[src/verilog/ccm_pkg.sv]
// package: constants and types for the controller mode state machine
`default_nettype none
package ccm_pkg;
  // controller states, one-hot codes
  typedef enum logic [3:0] {
    CCM_ST_UNINIT  = 4'b0001,
    CCM_ST_STOPPED = 4'b0010,
    CCM_ST_STARTED = 4'b0100,
    CCM_ST_SLEEP   = 4'b1000
  } ccm_state_t;

  // mode request codes
  typedef enum logic [1:0] {
    CCM_REQ_START = 2'h0,
    CCM_REQ_STOP  = 2'h1,
    CCM_REQ_SLEEP = 2'h2
  } ccm_mode_t;

  // host command bundle
  typedef struct packed {
    logic init_all;
    logic deinit;
    logic mode_req;
    ccm_mode_t mode;
    logic rate_req;
    logic rate_reinit;
  } ccm_cmd_t;

  // settle delay of a mode change, in ns, and its cycle count at 25 MHz
  localparam int unsigned CCM_CLK_PERIOD_NS = 40;
  localparam int unsigned CCM_SETTLE_NS = 400;
  localparam int unsigned CCM_SETTLE_CYC =
    (CCM_SETTLE_NS + CCM_CLK_PERIOD_NS - 1) / CCM_CLK_PERIOD_NS;

  // defaults
  localparam int unsigned CCM_NUM_CTRL = 2;
  localparam int unsigned CCM_CFG_W = 8;
  localparam logic [7:0] CCM_CFG_RESET = 8'h00;
  localparam logic [7:0] CCM_CFG_STATIC = 8'h1C;
  localparam logic [3:0] CCM_CNT_ZERO = 4'h0;
endpackage : ccm_pkg
`default_nettype wire

[src/verilog/ccm_mode_fsm.sv]
// module: per-controller mode state machine for a multi-controller unit
//
// Summary of operation
// - init-all loads config, all controllers stopped
// - init-all when not uninitialised flags illegal transition
// - rate change keeps current controller state
// - reinit rate change outside stopped refused
// - reinit change keeps stopped, bus disabled
// - mode changes settle; done flag polled
// - start moves stopped to started
// - start outside stopped flags invalid transition
// - stop from started/sleep reaches stopped
// - stop cancels pending transmit requests
// - no hw sleep: stop only clears sleep
// - hw sleep: enter sleep, arm wake
// - no hw sleep: logical sleep until stop
// - sleep outside stopped/sleep flags invalid
// - bus wake moves sleep to stopped, notice
// - wake-causing frame is discarded
// - wake during sleep transition fails stop
// - bus-off: started to stopped, notice on the same edge
// - bus-off cancels pending, leaves bus
// - no automatic bus-off recovery
// - deinit to uninitialised; error if started
// - uninitialised: reset config, no irq, off bus
// - stopped: no error frames, no acks
// - logical sleep leaves hardware stopped; a start request still starts it
`default_nettype none
module ccm_mode_fsm
  import ccm_pkg::*;
#(
  parameter int unsigned NUM_CTRL = CCM_NUM_CTRL,
  parameter int unsigned CFG_W = CCM_CFG_W,
  parameter bit HW_SLEEP = 1'b1
) (
  input wire logic core_clk_i,
  input wire logic rst_n_i,
  input wire logic clk_en_i,
  input wire logic [NUM_CTRL-1:0] sel_i,
  input wire ccm_cmd_t cmd_i,
  input wire logic [CFG_W-1:0] rate_cfg_i,
  input wire logic [NUM_CTRL-1:0] bus_off_i,
  input wire logic [NUM_CTRL-1:0] bus_wake_i,
  input wire logic [NUM_CTRL-1:0] rx_frame_i,
  output logic module_not_initialised_o,
  output logic transition_err_o,
  output logic rate_not_ok_o,
  output logic stop_not_ok_o,
  output logic [NUM_CTRL-1:0][3:0] state_o,
  output logic [NUM_CTRL-1:0] mode_done_o,
  output logic [NUM_CTRL-1:0] mode_change_notice_o,
  output logic [NUM_CTRL-1:0] bus_off_notice_o,
  output logic [NUM_CTRL-1:0] wake_check_notice_o,
  output logic [NUM_CTRL-1:0] bus_on_o,
  output logic [NUM_CTRL-1:0] ack_en_o,
  output logic [NUM_CTRL-1:0] irq_en_o,
  output logic [NUM_CTRL-1:0] tx_cancel_o,
  output logic [NUM_CTRL-1:0] hw_sleep_o,
  output logic [NUM_CTRL-1:0] logic_sleep_o,
  output logic [NUM_CTRL-1:0] rx_deliver_o,
  output logic [NUM_CTRL-1:0][CFG_W-1:0] cfg_o
);

  // reset and static config constants are only 8 bits wide
  if (NUM_CTRL < 1 || NUM_CTRL > 16 || CFG_W < 1 || CFG_W > 8) begin : g_bad_param
    $error("ccm_mode_fsm: unsupported parameter values");
  end

  localparam logic [3:0] SETTLE = 4'(CCM_SETTLE_CYC);

  logic ready_ff;
  logic [NUM_CTRL-1:0] is_uninit;
  logic [NUM_CTRL-1:0] is_started;

  wire any_started = |is_started;
  wire all_uninit = &is_uninit;
  wire go_init = cmd_i.init_all && !ready_ff && all_uninit;
  wire bad_init = cmd_i.init_all && !(!ready_ff && all_uninit);
  wire go_deinit = cmd_i.deinit && ready_ff && !any_started;
  wire bad_deinit = cmd_i.deinit && !(ready_ff && !any_started);

  logic [NUM_CTRL-1:0] bad_mode;
  logic [NUM_CTRL-1:0] bad_rate;
  logic [NUM_CTRL-1:0] bad_stop;

  wire nxt_err = bad_init | bad_deinit | (|bad_mode);

  always_ff @(posedge core_clk_i or negedge rst_n_i) begin
    if (!rst_n_i) begin
      ready_ff <= 1'b0;
      module_not_initialised_o <= 1'b1;
      transition_err_o <= 1'b0;
      rate_not_ok_o <= 1'b0;
      stop_not_ok_o <= 1'b0;
    end else if (clk_en_i) begin
      if (go_init) begin
        ready_ff <= 1'b1;
      end else if (go_deinit) begin
        ready_ff <= 1'b0;
      end
      module_not_initialised_o <= go_init ? 1'b0 : (go_deinit ? 1'b1 : !ready_ff);
      transition_err_o <= nxt_err;
      rate_not_ok_o <= |bad_rate;
      stop_not_ok_o <= |bad_stop;
    end
  end

  for (genvar c = 0; c < NUM_CTRL; c++) begin : g_ctrl
    ccm_state_t state_ff;
    ccm_state_t nxt_state;
    logic [3:0] cnt_ff;
    logic [CFG_W-1:0] cfg_ff;
    logic lsleep_ff;
    logic wake_ff;
    logic sel;
    logic start_rq;
    logic stop_rq;
    logic sleep_rq;
    logic rate_rq;
    logic changes;

    assign sel = sel_i[c];
    assign start_rq = sel && cmd_i.mode_req && cmd_i.mode == CCM_REQ_START;
    assign stop_rq = sel && cmd_i.mode_req && cmd_i.mode == CCM_REQ_STOP;
    assign sleep_rq = sel && cmd_i.mode_req && cmd_i.mode == CCM_REQ_SLEEP;
    assign rate_rq = sel && cmd_i.rate_req;
    assign is_uninit[c] = state_ff == CCM_ST_UNINIT;
    assign is_started[c] = state_ff == CCM_ST_STARTED;

    assign bad_mode[c] = (start_rq && state_ff != CCM_ST_STOPPED) ||
      (sleep_rq && state_ff != CCM_ST_STOPPED && state_ff != CCM_ST_SLEEP) ||
      (stop_rq && (state_ff == CCM_ST_UNINIT));
    assign bad_rate[c] = rate_rq && cmd_i.rate_reinit && state_ff != CCM_ST_STOPPED;
    // wake during a pending sleep entry makes the following stop fail
    assign bad_stop[c] = stop_rq && wake_ff;

    always_comb begin
      nxt_state = state_ff;
      case (state_ff)
        CCM_ST_UNINIT: begin
          if (go_init) nxt_state = CCM_ST_STOPPED;
        end
        CCM_ST_STOPPED: begin
          if (go_deinit) nxt_state = CCM_ST_UNINIT;
          else if (start_rq) nxt_state = CCM_ST_STARTED;
          else if (sleep_rq && HW_SLEEP) nxt_state = CCM_ST_SLEEP;
        end
        CCM_ST_STARTED: begin
          // no automatic recovery: only an explicit start returns to the bus
          if (bus_off_i[c]) nxt_state = CCM_ST_STOPPED;
          else if (stop_rq) nxt_state = CCM_ST_STOPPED;
        end
        CCM_ST_SLEEP: begin
          if (go_deinit) nxt_state = CCM_ST_UNINIT;
          else if (bus_wake_i[c]) nxt_state = CCM_ST_STOPPED;
          else if (stop_rq) nxt_state = CCM_ST_STOPPED;
        end
        default: nxt_state = CCM_ST_UNINIT;
      endcase
    end

    // rate change or logical sleep entry also needs settle time
    assign changes = (nxt_state != state_ff) || (rate_rq && !bad_rate[c]) ||
      (!HW_SLEEP && sleep_rq && state_ff == CCM_ST_STOPPED);

    always_ff @(posedge core_clk_i or negedge rst_n_i) begin
      if (!rst_n_i) begin
        state_ff <= CCM_ST_UNINIT;
        cnt_ff <= CCM_CNT_ZERO;
        cfg_ff <= CFG_W'(CCM_CFG_RESET);
        lsleep_ff <= 1'b0;
        wake_ff <= 1'b0;
        mode_done_o[c] <= 1'b1;
        mode_change_notice_o[c] <= 1'b0;
        bus_off_notice_o[c] <= 1'b0;
        wake_check_notice_o[c] <= 1'b0;
        tx_cancel_o[c] <= 1'b0;
        rx_deliver_o[c] <= 1'b0;
      end else if (clk_en_i) begin
        state_ff <= nxt_state;
        // busy while the hardware settles, done flag polled by host
        if (changes) begin
          cnt_ff <= SETTLE;
          mode_done_o[c] <= 1'b0;
        end else if (cnt_ff != CCM_CNT_ZERO) begin
          cnt_ff <= cnt_ff - 4'h1;
          mode_done_o[c] <= cnt_ff == 4'h1;
        end
        // notice pulses once the settled mode is reached
        mode_change_notice_o[c] <= cnt_ff == 4'h1 && !changes;
        if (nxt_state == CCM_ST_UNINIT) begin
          cfg_ff <= CFG_W'(CCM_CFG_RESET);
        end else if (go_init) begin
          cfg_ff <= CFG_W'(CCM_CFG_STATIC);
        end else if (rate_rq && !bad_rate[c]) begin
          cfg_ff <= rate_cfg_i;
        end
        if (stop_rq || nxt_state == CCM_ST_UNINIT) begin
          lsleep_ff <= 1'b0;
        end else if (!HW_SLEEP && sleep_rq && state_ff == CCM_ST_STOPPED) begin
          lsleep_ff <= 1'b1;
        end
        if (bus_wake_i[c] && HW_SLEEP && (state_ff == CCM_ST_SLEEP || cnt_ff != CCM_CNT_ZERO)) begin
          wake_ff <= 1'b1;
        end else if (stop_rq || start_rq) begin
          wake_ff <= 1'b0;
        end
        wake_check_notice_o[c] <= HW_SLEEP && state_ff == CCM_ST_SLEEP && bus_wake_i[c];
        // notice raised on the same edge that stopped is entered
        bus_off_notice_o[c] <= is_started[c] && bus_off_i[c];
        tx_cancel_o[c] <= (stop_rq && state_ff != CCM_ST_UNINIT) ||
          (is_started[c] && bus_off_i[c]);
        // wake frame dropped; only a started controller delivers frames
        rx_deliver_o[c] <= rx_frame_i[c] && is_started[c] && !bus_wake_i[c];
      end
    end

    assign state_o[c] = state_ff;
    assign cfg_o[c] = cfg_ff;
    assign bus_on_o[c] = is_started[c];
    assign ack_en_o[c] = is_started[c];
    assign irq_en_o[c] = !is_uninit[c];
    assign hw_sleep_o[c] = state_ff == CCM_ST_SLEEP;
    assign logic_sleep_o[c] = lsleep_ff || state_ff == CCM_ST_SLEEP;
  end

endmodule // ccm_mode_fsm
`default_nettype wire

[config.mk]
export PLATFORM = sky130hd
export DESIGN_NAME = ccm_mode_fsm
export DESIGN_NICKNAME = d
export VERILOG_FILES = /design/src/verilog/ccm_pkg.sv /design/src/verilog/ccm_mode_fsm.sv
export SDC_FILE = /design/constraint.sdc
export NUM_CORES = 1
export LEC_CHECK = 0
export BUFFER_PORTS_ARGS = -buffer_cell sky130_fd_sc_hd__clkbuf_2
export CORE_ASPECT_RATIO = 2
export CORE_MARGIN = 4
export CORE_UTILIZATION = 40
export DETAILED_ROUTE_END_ITERATION = 10
export PLACE_DENSITY = 0.65
export SLEW_MARGIN = 30
export SYNTH_ARGS = -nofsm -noshare
export SYNTH_HDL_FRONTEND = slang
export SYNTH_SLANG_ARGS = --single-unit
[constraint.sdc]
create_clock -name core_clk_i -period 2.3 [get_ports core_clk_i]
set_input_delay 0.115 -clock core_clk_i [delete_from_list [all_inputs] [get_ports core_clk_i]]
set_output_delay 0.115 -clock core_clk_i [all_outputs]
set_load 0.02 [all_outputs]
After elaboration in Yosys (flattened, before gate mapping)
Index checks and enable logic that the tools add are counted.
Storage, ports and cells
  flip-flop bits (word level): 51
  output and inout bits: 50
  word-level logic and storage cells: 185
Operators by class
  add/sub/neg operators: 2
  equality and inequality tests: 22
  multiplexer cells: 40
  reductions and logical operators: 94
  bitwise logic cells: 2
Operators by type and width (number)
  4-bit two-way mux: 20
  1-bit logical AND: 48
  8-bit two-way mux: 6
  4-bit one-hot mux with 4 select lines: 2
  4-bit by 1-bit == test with 1-bit output (second input constant): 6
  2-bit AND reduction: 8
  1-bit zero test: 12
  1-bit logical OR: 12
  1-bit two-way mux: 12
  2-bit nonzero test: 5
  4-bit by 2-bit == test with 1-bit output (second input constant): 2
  4-bit by 3-bit == test with 1-bit output (second input constant): 2
  4-bit == test (second input constant): 2
  4-bit by 1-bit != test with 1-bit output (second input constant): 2
  4-bit by 2-bit != test with 1-bit output (second input constant): 2
  4-bit != test: 2
  4-bit != test (second input constant): 2
  4-bit nonzero test: 2
  2-bit OR reduction: 4
  4-bit by 1-bit subtractor with 4-bit output (second input constant): 2
  3-bit nonzero test: 2
  2-bit by 1-bit == test with 1-bit output (second input constant): 1
  2-bit == test (second input constant): 1
  2-bit zero test: 1
  1-bit OR: 2

Logic depth before layout (Yosys ltp)
Gate-level depths: netlist (run 1).
  depth after elaboration: 10
  depth in mapped cells: 10

Worst setup path after synthesis (run 1)
OpenSTA, ideal clock, no wires.
  kind: reg-to-reg
  from: register g_ctrl[1].state_ff[0]
  to: register g_ctrl[1].cnt_ff[0]
  stages on the path, launching flop included: 10
  buffers on the path: 3
  arrival time: 2484 ps
  path slack: -309 ps
  required time: 2175 ps
  period minus slack after synthesis: 2609 ps
  path through: dfstp_2 -> buf_2 -> or4b_1 -> clkbuf_1 -> nor4_4 -> buf_6 -> nor2_2 -> a31oi_4 -> o31ai_2 -> mux2_4
Between the ends
  cells in the longest elaborated chain, start to end: 10
  elaborated cells between the ends (all ways): 27
  those cells by class: 6 x eq/ne; 10 x mux; 11 x reduce/logical
Ends and longest elaborated chain
  from (decl): RTL line ccm_mode_fsm.sv:109  | ccm_state_t state_ff;
  from (signal assigned): RTL line ccm_mode_fsm.sv:180  | state_ff <= nxt_state;
  4-bit by 3-bit == test with 1-bit output: RTL line ccm_mode_fsm.sv:128, ccm_mode_fsm.sv:139
  2-bit OR reduction: RTL line ccm_mode_fsm.sv:75  | wire any_started = |is_started;
  1-bit zero test: RTL line ccm_mode_fsm.sv:79  | wire go_deinit = cmd_i.deinit && ready_ff && !any_started;
  1-bit logical AND: RTL line ccm_mode_fsm.sv:79
  4-bit two-way mux (on tied branches): RTL line ccm_mode_fsm.sv:154, ccm_mode_fsm.sv:144
  4-bit one-hot mux with 4 select lines: RTL line ccm_mode_fsm.sv:139  | case (state_ff)
  4-bit != test: RTL line ccm_mode_fsm.sv:163  | assign changes = (nxt_state != state_ff) || (rate_rq && !bad_rate[c]) ||
  1-bit logical OR (*): RTL line ccm_mode_fsm.sv:163
  2-bit nonzero test (no line)
  2-bit AND reduction (no line)
  to (signal assigned): RTL line ccm_mode_fsm.sv:186  | cnt_ff <= cnt_ff - 4'h1;
  to (decl): RTL line ccm_mode_fsm.sv:111  | logic [3:0] cnt_ff;
Every way passes the cells marked *; elsewhere a longest branch is shown, timed or not.
A chain may end at the register's enable or synchronous reset.

Worst setup path after layout (run 1)
  from: register g_ctrl[0].state_ff[0]
  to: register g_ctrl[0].cnt_ff[0]
Between the ends
  cells in the longest elaborated chain, start to end: 10
  elaborated cells between the ends (all ways): 27
  those cells by class: 6 x eq/ne; 10 x mux; 11 x reduce/logical
Ends and longest elaborated chain (RTL line)
  from (decl): ccm_mode_fsm.sv:109
  from (signal assigned): ccm_mode_fsm.sv:180
  4-bit by 3-bit == test with 1-bit output: ccm_mode_fsm.sv:128, ccm_mode_fsm.sv:139
  2-bit OR reduction: ccm_mode_fsm.sv:75
  1-bit zero test: ccm_mode_fsm.sv:79
  1-bit logical AND: ccm_mode_fsm.sv:79
  4-bit two-way mux (on tied branches): ccm_mode_fsm.sv:154, ccm_mode_fsm.sv:144
  4-bit one-hot mux with 4 select lines: ccm_mode_fsm.sv:139
  4-bit != test: ccm_mode_fsm.sv:163
  1-bit logical OR (*): ccm_mode_fsm.sv:163
  2-bit nonzero test (no line)
  2-bit AND reduction (no line)
  to (signal assigned): ccm_mode_fsm.sv:186
  to (decl): ccm_mode_fsm.sv:111
Marked as above.

==> summary.md, run 1 <==
| Metric | Value |
|---|---|
| Synth Instances | ~320 |
| Share of post-route cells with drive strength above 1 | 46.8% |
| Required @ worst endpoint | between 2 and 2.5 ns |
| Yosys reg bits | just over 50 |
| CP peak stage delay | between 0.5 and 0.6 ns |
| Die H | between 100 and 150 um |
| Leak | 2.03 nW |
| Drt wl/cell | between 15 and 20 um |
| CP most frequent cell | nor4_4 |
| Failing checks | negative setup slack |
| Max FFs per register | 16 |
| Post-DRT Antenna Nets | 0 |
| Worst slew pin tran | roughly 0.56 ns |
| Clock Latency Late Sink | between 0.2 and 0.3 ns |
| Vias after detailed routing | around 3000 |
| Core footprint | between 0.007 and 0.008 mm^2 |
| Port bufs | between 70 and 80 |
| # H-tree levels | 2 |
| Synth cell types | between 60 and 70 |
| First-pass GRT wire length | between 15000 and 20000 um |
| Rel. slew slack | 62.5% |
| Site row count | between 40 and 50 |
| Ant diodes | 0 |
| Detailed Route WL | just under 10000 um |
| Top Registers | g_ctrl.cfg_ff x16, g_ctrl.cnt_ff x8, g_ctrl.state_ff x8 |
| Setup Skew | roughly 0.0036 ns |
| CTS tree | yes |
| Starting Density | 40.7% |
| Avg Inst Size Synth | a little under 10 um^2 |
| Max clock buf depth | 2 |
| Post-Syn Area | around 0.003 mm^2 |
| Final Max Tran Viols | 0 |
| Asr flop ratio synth | 100% |
| Via count of the first global-routing pass | around 3000 |
| Layout area overhead | 42.0% |
| Die boundary width | between 60 and 70 um |
| Avg Vias per Cell | about 5.5 |
| Final Wtd Congestion | 0.900 |
| TNS Setup | -0.144 ns |
| Post-synthesis net count | 350 |
| Clock buffer count from CTS | 5 |
| DRT iter0 DRCs | 163 |
| DRC Markers | 0 |
| Worst Slack Setup Final | -0.0425 ns |
| Detailed Place HPWL | a little over 7000 um |
| Period utilization | 102% |
| CP max stage cell | dfstp_2 |
| Synth warnings | 0 |
| Synth Flop Type | dfrtp_1 |
| First drt pass iteration count | 4 |
| Status | finished with violations |
| Nets@finish | 465 |
| Synth area leaders | dfrtp_1 (37%), nand2_1 (4.6%), dfstp_2 (4.3%) |
| Reg2reg setup slack | -0.04 ns |
| Max Cap Viol | 0 |
| Largest Register | g_ctrl.cfg_ff |
| Fin util | a little under 60% |
| Final Critical Period | roughly 2.3 ns |
| Final hold violations | 0 |
| Maximum clock rate | about 430 MHz |
| RSZ-0062 raised after global routing | yes |
| Most frequent cells in the layout | clkbuf_2 (75), buf_4 (50), dfrtp_1 (44), nand2_1 (37), nor2_1 (21) |
| Yosys top cell area share | 37.5% |
| Initial antenna violation count | 0 |
| Root Driver | clkbuf_16 |
| Clock sinks | slightly above 50 |
| I/O pins | 76 |
| Final setup viols | 4 |
| Crit Path Category | reg -> reg |
| Crit. End Element | flop |
| Dominant cell type by area after synthesis | dfrtp_1 |
| Total power | 3.76 mW |
| Commonest non-fill, non-tap cell in the layout | clkbuf_2 |
| Post-synthesis sequential area ratio | a little over two fifths |
| CP Max Fanout | 4 |
| Peak VDD IR | about 0.42 mV |
| Critical path arrival | 2.52 ns |
| Number of synthesized flops with an enable pin | 0 |
| Gr usage total | 20.5% |
| Largest net degree at the start of global routing | 52 |
| Min-delay worst type | in -> reg |
| Congestion Overflow GR | 0 |
| Die footprint | about 0.0092 mm^2 |
| Clk slew on worst S/H paths | ~0.070 ns |
| Crit path cell chain | or4b_4 > nor4_4 > buf_4 > a31o_4 > nand3b_1 > buf_6 > nor4_4 > mux2_4 |
| Power Dens Cells | ~860 mW/mm^2 |
| Startpoint types | flop |
[cell usage after synthesis, types with 2 or more instances]
cell type,count
a211oi_1,2
a21o_1,4
a21oi_1,11
a221oi_1,2
a22oi_1,4
a31o_2,2
a31oi_1,2
a32o_1,2
a32oi_1,2
and2_1,3
and4b_1,2
buf_2,4
buf_4,8
buf_6,2
clkbuf_1,12
dfrtp_1,46
dfstp_2,5
ha_1,6
inv_1,13
mux2_2,6
nand2_1,38
nand3_1,4
nand3b_1,3
nand4b_1,5
nor2_1,21
nor2b_1,3
nor3_1,10
nor3b_1,6
nor4_1,3
nor4b_1,2
nor4b_2,3
o211ai_1,3
o21ai_0,20
o21bai_1,2
o22ai_1,5
o2bb2ai_1,11
o31ai_1,10
or4b_1,4
xnor2_1,2
[cells by family after synthesis]
kind of cell / share of synthesized area [%]
AO/OA/AOI/OAI: 23.5
XOR/XNOR: 1.39
adder cells (fa/ha/maj): 2.44
buffers and inverters: 6.40
flip-flops: 41.8
multiplexers: 2.69
AND/OR/NAND/NOR: 21.8
[repair_timing]
item | CTS | global route
pin swaps | 6 | 16
endpoints found under the hold margin | 46 | 0
gates resized for setup | 8 | 38
buffers inserted | 5 | 6
endpoints found under the setup margin | 19 | 28
hold buffers | 1 | 0
[area by class of cell]
cell class | count | area (um^2)
clock buffers | 6 | 129
well taps | 94 | 118
multi-input cells | 228 | 1880
inverters | 13 | 48.8
fillers | 702 | 3180
flip-flops and latches | 51 | 1280
clock inverters | 2 | 12.5
repair buffers | 134 | 886
[final timing paths]
check,from,end,cells after the start
setup / recovery,g_ctrl[0].state_ff[0]$_DFFE_PN1P_,g_ctrl[0].cnt_ff[0]$_DFFE_PN0P_,8
setup reg to reg,g_ctrl[0].state_ff[0]$_DFFE_PN1P_,g_ctrl[0].cnt_ff[0]$_DFFE_PN0P_,8
max in group asynchronous,rst_n_i,mode_done_o[1]$_DFFE_PN1P_,3
hold / removal,rx_frame_i[0],rx_deliver_o[0]$_DFFE_PN0P_,3
hold reg to reg,g_ctrl[0].cfg_ff[1]$_DFFE_PN0P_,g_ctrl[0].cfg_ff[1]$_DFFE_PN0P_,2
min in group asynchronous,rst_n_i,g_ctrl[0].cfg_ff[1]$_DFFE_PN0P_,3
[per-stage QoR]
step           cell area [um^2]  std cells  setup WS (ns)  hold slack (ns)
2_1_floorplan              3140        318         -0.163           -0.181
3_3_place_gp               3840        508        -0.0523            0.136
3_5_place_dp               3840        508         -0.116            0.136
4_1_cts                    4070        522        -0.0835           0.0635
5_1_grt                    4360        528         -0.136            0.102
6_report                   4360        528        -0.0425           0.0916
[where the power goes]
part           total (mW)  switching [mW]  internal [mW]  leakage (nW)
clock network       0.728           0.326          0.402        0.0669
registers            1.21           0.135           1.07         0.647
logic                1.83            1.02          0.811          1.31
[layer usage]
| metal | track usage, % | part of all wire [%] |
|---|---|---|
| met1 | 21.8 | 36 |
| met2 | 38.6 | 56 |
| met3 | 2.98 | 4.1 |
| met4 | 9.49 | 4.1 |
| met5 | 0 | 0 |
[critical path, delay by kind of cell, from the launching register on]
kind                   cells  cell delay (ns)
AND/OR/NAND/NOR            4             1.01
AO/OA/AOI/OAI              1             0.09
multiplexers               1             0.26
flip-flops                 1             0.56
buffers and inverters      2             0.31
(Power assumes the default switching activity.)
==> run 2: changes to the inputs <==
CORE_MARGIN = 3   (was 4)
CORE_UTILIZATION = 48   (was 40)
PLACE_DENSITY = 0.76   (was 0.65)
==> summary.md, run 2 (synthesis results as in run 1) <==
| Metric | Value |
|---|---|
| Die footprint | about 0.0075 mm^2 |
| Gr usage total | between 20% and 30% |
| Worst slack at placement | -0.0777 ns |
| Avg Vias per Cell | ~5.8 |
| Starting Density | ~50% |
| Ant diodes | 0 |
| Crit. End Element | flop |
| Core footprint | ~0.0061 mm^2 |
| RR Startpoint | g_ctrl[0].state_ff[0]$_DFFE_PN1P_ |
| Post-DRT Antenna Nets | 0 |
| Total power | 4.00 mW |
| Max clock buf depth | 2 |
| Reg2reg setup slack | -0.04 ns |
| Die H | ~120 um |
| TNS Setup | -0.185 ns |
| Share of post-route cells with drive strength above 1 | between 40 and 50% |
| Worst Path Buf+Inv | 1 |
| Clock buffer count from CTS | 5 |
| Fin util | between 70% and 80% |
| Layout filler cell count | 485 |
| Final setup viols | 7 |
| Critical hold path startpoint | rx_frame_i[1] |
| Vias after detailed routing | 3033 |
| Top Registers | g_ctrl.cfg_ff x16, g_ctrl.cnt_ff x8, g_ctrl.state_ff x8 |
| Most frequent cells in the layout | clkbuf_2 (75), buf_4 (58), dfrtp_1 (44), nand2_1 (37), nor2_1 (21) |
| I/O pins | between 70 and 80 |
| Via count of the first global-routing pass | 2915 |
| Crit path cell chain | or4b_4 > nor4_4 > a31o_2 > nand3b_1 > buf_4 > nor4_4 > mux2_4 |
| CP most frequent cell | nor4_4 |
| WHS | about 0.062 ns |
| Root Driver | clkbuf_16 |
| Final hold violations | 0 |
| Worst slew pin tran | roughly 0.65 ns |
| Period utilization | 102% |
| Clock Latency Late Sink | ~0.30 ns |
| Final Wtd Congestion | about 0.95 |
| Maximum clock rate | 428 MHz |
| Critical path arrival | ~2.5 ns |
| Detailed Place HPWL | between 6000 and 7000 um |
| Setup Skew | 0.00844 ns |
| Worst hold stages | 3 |
| Initial antenna violation count | 0 |
| Worst Reg-to-Reg Cells | 7 |
| Clk slew on worst S/H paths | approximately 0.07 ns |
| Rel. slew slack | between 50% and 60% |
| Die boundary width | roughly 63 um |
| Max Cap Viol | 0 |
| Clock sinks | 51 |
| Startpoint types | flop |
| Nets@finish | around 470 |
| CP Max Fanout | 4 |
| DRC Markers | 0 |
| Leak | around 2.1 nW |
| Commonest non-fill, non-tap cell in the layout | clkbuf_2 |
| Site row count | 40 |
| CTS tree | yes |
| Largest net degree at the start of global routing | 52 |
| Crit Path Category | reg -> reg |
| Power Dens Cells | 904 mW/mm^2 |
| Final Critical Period | ~2.3 ns |
| Max FFs per register | 16 |
| Largest Register | g_ctrl.cfg_ff |
| Drt wl/cell | about 19 um |
| Hold Path Sink | rx_deliver_o[1]$_DFFE_PN0P_ |
| First-pass GRT wire length | about 15000 um |
| Port bufs | between 70 and 80 |
| Detailed Route WL | a little under 10000 um |
| DRT iter0 DRCs | 117 |
| CP peak stage delay | approximately 0.55 ns |
| Peak VDD IR | 0.625 mV |
| # H-tree levels | 2 |
| Critical path's top delay family | simple AND/OR/NAND/NOR gates |
| RSZ-0062 raised after global routing | yes |
| First drt pass iteration count | 5 |
| Failing checks | negative setup slack |
| Worst Slack Setup Final | -0.0390 ns |
| Final Max Tran Viols | 0 |
| R2r endpoint | g_ctrl[0].cnt_ff[0]$_DFFE_PN0P_ |
| Min-delay worst type | in -> reg |
| Status | finished with violations |
| Congestion Overflow GR | 0 |
| Layout area overhead | 43.9% |
| CP max stage cell | dfstp_2 |
| CP Depth | 7 |
| Required @ worst endpoint | 2.49 ns |
[run 2: final cells by class]
class	instances	area (um^2)	area share (%)
multi-input combinational	228	1900	42.9
tap	84	105	2.38
clock buffer	6	139	3.14
timing repair buffer	140	911	20.6
clock inverter	2	35.0	0.793
sequential	51	1280	29.1
inverter	13	48.8	1.10
[run 2: repair_timing]
action                                  in CTS  in global routing
gates cloned                                 0                  1
resized for setup                            8                 37
hold buffers                                 1                  0
endpoints found under the setup margin      15                 28
pin swaps                                    6                 12
endpoints found under the hold margin       46                  0
buffers inserted                             4                 14
[run 2: worst max-delay path by stage]
stage,from,to,slack (ns)
after floorplan,g_ctrl[0].state_ff[0]$_DFFE_PN1P_,g_ctrl[1].cnt_ff[0]$_DFFE_PN0P_,-0.16
after detailed placement,g_ctrl[0].state_ff[0]$_DFFE_PN1P_,mode_done_o[0]$_DFFE_PN1P_,-0.08
after global placement,g_ctrl[0].state_ff[0]$_DFFE_PN1P_,mode_done_o[0]$_DFFE_PN1P_,-0.04
final,g_ctrl[0].state_ff[0]$_DFFE_PN1P_,g_ctrl[0].cnt_ff[0]$_DFFE_PN0P_,-0.04
after CTS,g_ctrl[0].state_ff[0]$_DFFE_PN1P_,mode_done_o[0]$_DFFE_PN1P_,-0.03
after global routing,g_ctrl[0].state_ff[0]$_DFFE_PN1P_,g_ctrl[0].cnt_ff[0]$_DFFE_PN0P_,-0.12
[run 2: stage by stage]
stage / instances / cell area, um^2
after floorplan: 318 / 3140
after global placement: 498 / 3810
after detailed placement: 498 / 3810
after CTS: 511 / 4070
after global routing: 524 / 4420
final: 524 / 4420
[run 2: routing by layer]
layer / vias to the layer above / wire, um / part of all wire, % / GRT usage, %
li1: 1410 / - / - / -
met1: 1482 / 3450 / 35 / 26.3
met2: 115 / 5470 / 56 / 46.2
met3: 26 / 450 / 4.6 / 3.68
met4: 0 / 365 / 3.7 / 11.9
met5: - / 0 / 0 / 0
[run 2: tightest hold or removal path: stages]
cell and delay [ns]:
clkbuf_2 0.08, nand4b_1 0.06, o21ai_0 0.07
[run 2: power by group]
group / switching [mW] / internal [mW]
Combinational: 1.07 / 0.848
Clock: 0.337 / 0.541
Sequential: 0.132 / 1.07
Total: 1.53 / 2.46
==> run 3: changes to the inputs <==
BUFFER_PORTS_ARGS = -buffer_cell sky130_fd_sc_hd__buf_2   (was -buffer_cell sky130_fd_sc_hd__clkbuf_2)
CORE_UTILIZATION = 50   (was 48)
CTS_BUF_LIST = sky130_fd_sc_hd__clkbuf_2   (was not set)
PLACE_DENSITY = 0.79   (was 0.76)
==> summary.md, run 3 (synthesis results as in run 1) <==
| Metric | Value |
|---|---|
| Failing checks | negative setup slack |
| Total power | between 3 and 4 mW |
| Layout filler cell count | 385 |
| CTS tree | yes |
| Port bufs | between 70 and 80 |
| Max Cap Viol | 0 |
| Crit Path Category | reg -> reg |
| Commonest non-fill, non-tap cell in the layout | buf_2 |
| Via count of the first global-routing pass | between 3000 and 4000 |
| Rel. slew slack | 56.0% |
| Startpoint types | flop |
| Post-layout instance count excluding filler cells | between 500 and 600 |
| Ant diodes | 0 |
| Site row count | 39 |
| Detailed Place HPWL | roughly 6700 um |
| Critical path arrival | around 2.8 ns |
| First-pass GRT wire length | between 10000 and 15000 um |
| Layout area overhead | 50.0% |
| Clock buffer count from CTS | 5 |
| Worst Slack Setup Final | -0.136 ns |
| Clk slew on worst S/H paths | around 0.24 ns |
| First drt pass iteration count | 7 |
| Cell total after placement | around 470 |
| Core footprint | approximately 0.0059 mm^2 |
| Clock sinks | 51 |
| Final setup viols | 23 |
| Avg Vias per Cell | 6.07 |
| Share of post-route cells with drive strength above 1 | a little under half |
| Starting Density | 52.5% |
| Worst slack at placement | -0.138 ns |
| Post-DRT Antenna Nets | 0 |
| Largest net degree at the start of global routing | 52 |
| Max FFs per register | 16 |
| Most frequent cells in the layout | buf_2 (75), buf_4 (44), dfrtp_1 (42), nand2_1 (30), dlygate4sd3_1 (22) |
| I/O pins | 76 |
| RSZ-0062 raised after global routing | yes |
| Period utilization | 106% |
| Post-route cell area | ~0.0046 mm^2 |
| Initial antenna violation count | 0 |
| Worst slew pin tran | between 0.6 and 0.7 ns |
| Final Critical Period | roughly 2.4 ns |
| Clock Latency Late Sink | approximately 0.46 ns |
| Required @ worst endpoint | between 2 and 3 ns |
| Nets@finish | around 500 |
| Largest Register | g_ctrl.cfg_ff |
| Vias after detailed routing | around 3100 |
| Die boundary width | 61.4 um |
| Area after DPL | 0.00376 mm^2 |
| WHS | roughly 0.057 ns |
| Final hold violations | 0 |
| Drt wl/cell | 19.9 um |
| Root Driver | clkbuf_2 |
| DRT iter0 DRCs | 163 |
| Final Wtd Congestion | 0.917 |
| Top Registers | g_ctrl.cfg_ff x16, g_ctrl.cnt_ff x8, g_ctrl.state_ff x8 |
| CP Max Fanout | 5 |
| Detailed Route WL | just over 10000 um |
| Setup Skew | ~0.017 ns |
| # H-tree levels | 2 |
| Peak VDD IR | 0.845 mV |
| Maximum clock rate | ~410 MHz |
| Congestion Overflow GR | 0 |
| Power Dens Cells | 789 mW/mm^2 |
| Gr usage total | 26.1% |
| Leak | about 2.2 nW |
| Final Max Tran Viols | 0 |
| Crit. End Element | flop |
| DRC Markers | 0 |
| Status | finished with violations |
| Min-delay worst type | in -> reg |
| Max clock buf depth | 2 |
| Die footprint | approximately 0.0072 mm^2 |
| Die H | approximately 120 um |
## run 3: power by group
| group | leakage [nW] | switching, mW | internal (mW) |
|---|---|---|---|
| sequential | 0.644 | 0.150 | 1.07 |
| clock | 0.0304 | 0.288 | 0.0746 |
| combinational | 1.49 | 1.13 | 0.920 |
## run 3: critical path, stage by stage, from the launching register on
cell	delay [ns]
dfrtp_2	0.51
or4b_4	0.58
nor4_4	0.36
buf_6	0.19
nor2_4	0.05
a31oi_4	0.18
buf_12	0.15
o31ai_4	0.07
mux2_4	0.27
## run 3: layout make-up
type,instances,area (um^2),share of cell area (%)
Timing Repair Buffer,157,1140,24.7
Clock inverter,2,8.76,0.190
Tap cell,61,76.3,1.66
Multi-Input combinational cell,228,2020,43.8
Clock buffer,6,30.0,0.652
Inverter,13,48.8,1.06
Sequential cell,51,1290,27.9
## run 3: through the flow
| step | TNS (ns) | util, % |
|---|---|---|
| 3_5_place_dp | -0.756 | 64.2 |
| 6_report | -1.08 | 78.7 |
| 4_1_cts | -0.0953 | 70.1 |
| 5_1_grt | -3.30 | 78.7 |
| 3_3_place_gp | -0.143 | 64.2 |
| 2_1_floorplan | -2.05 | - |
## run 3: final timing paths
| kind | startpoint | end | slack, ns | depth (start not counted) |
|---|---|---|---|---|
| worst max-delay path | g_ctrl[0].state_ff[3]$_DFFE_PN0P_ | g_ctrl[1].cnt_ff[0]$_DFFE_PN0P_ | -0.14 | 8 |
| worst min-delay path | bus_off_i[1] | g_ctrl[1].state_ff[2]$_DFFE_PN0P_ | 0.06 | 4 |
| worst max register to register | g_ctrl[0].state_ff[3]$_DFFE_PN0P_ | g_ctrl[1].cnt_ff[0]$_DFFE_PN0P_ | -0.14 | 8 |
| worst min register to register | wake_check_notice_o[0]$_DFFE_PN0P_ | wake_check_notice_o[0]$_DFFE_PN0P_ | 0.53 | 2 |
| max in group asynchronous | rst_n_i | g_ctrl[0].state_ff[1]$_DFFE_PN0P_ | 1.55 | 3 |
| min in group asynchronous | rst_n_i | rx_deliver_o[1]$_DFFE_PN0P_ | 0.25 | 3 |
## run 3: per-layer routing
metal  vias to the layer above  track usage, %  share of wire [%]
met5                         -               0                  0
met4                         0            12.0                3.0
met3                        29            3.84                3.6
met2                       121            48.5                 58
met1                      1542            27.5                 36
li1                       1452               -                  -
## run 3: repair_timing
item / in CTS / in global routing
hold buffers: 22 / 0
buffers inserted: 5 / 12
cloned: 0 / 1
endpoints found under the setup margin: 19 / 28
pin swaps: 11 / 33
hold endpoints to repair: 71 / 0
resized for setup: 10 / 68
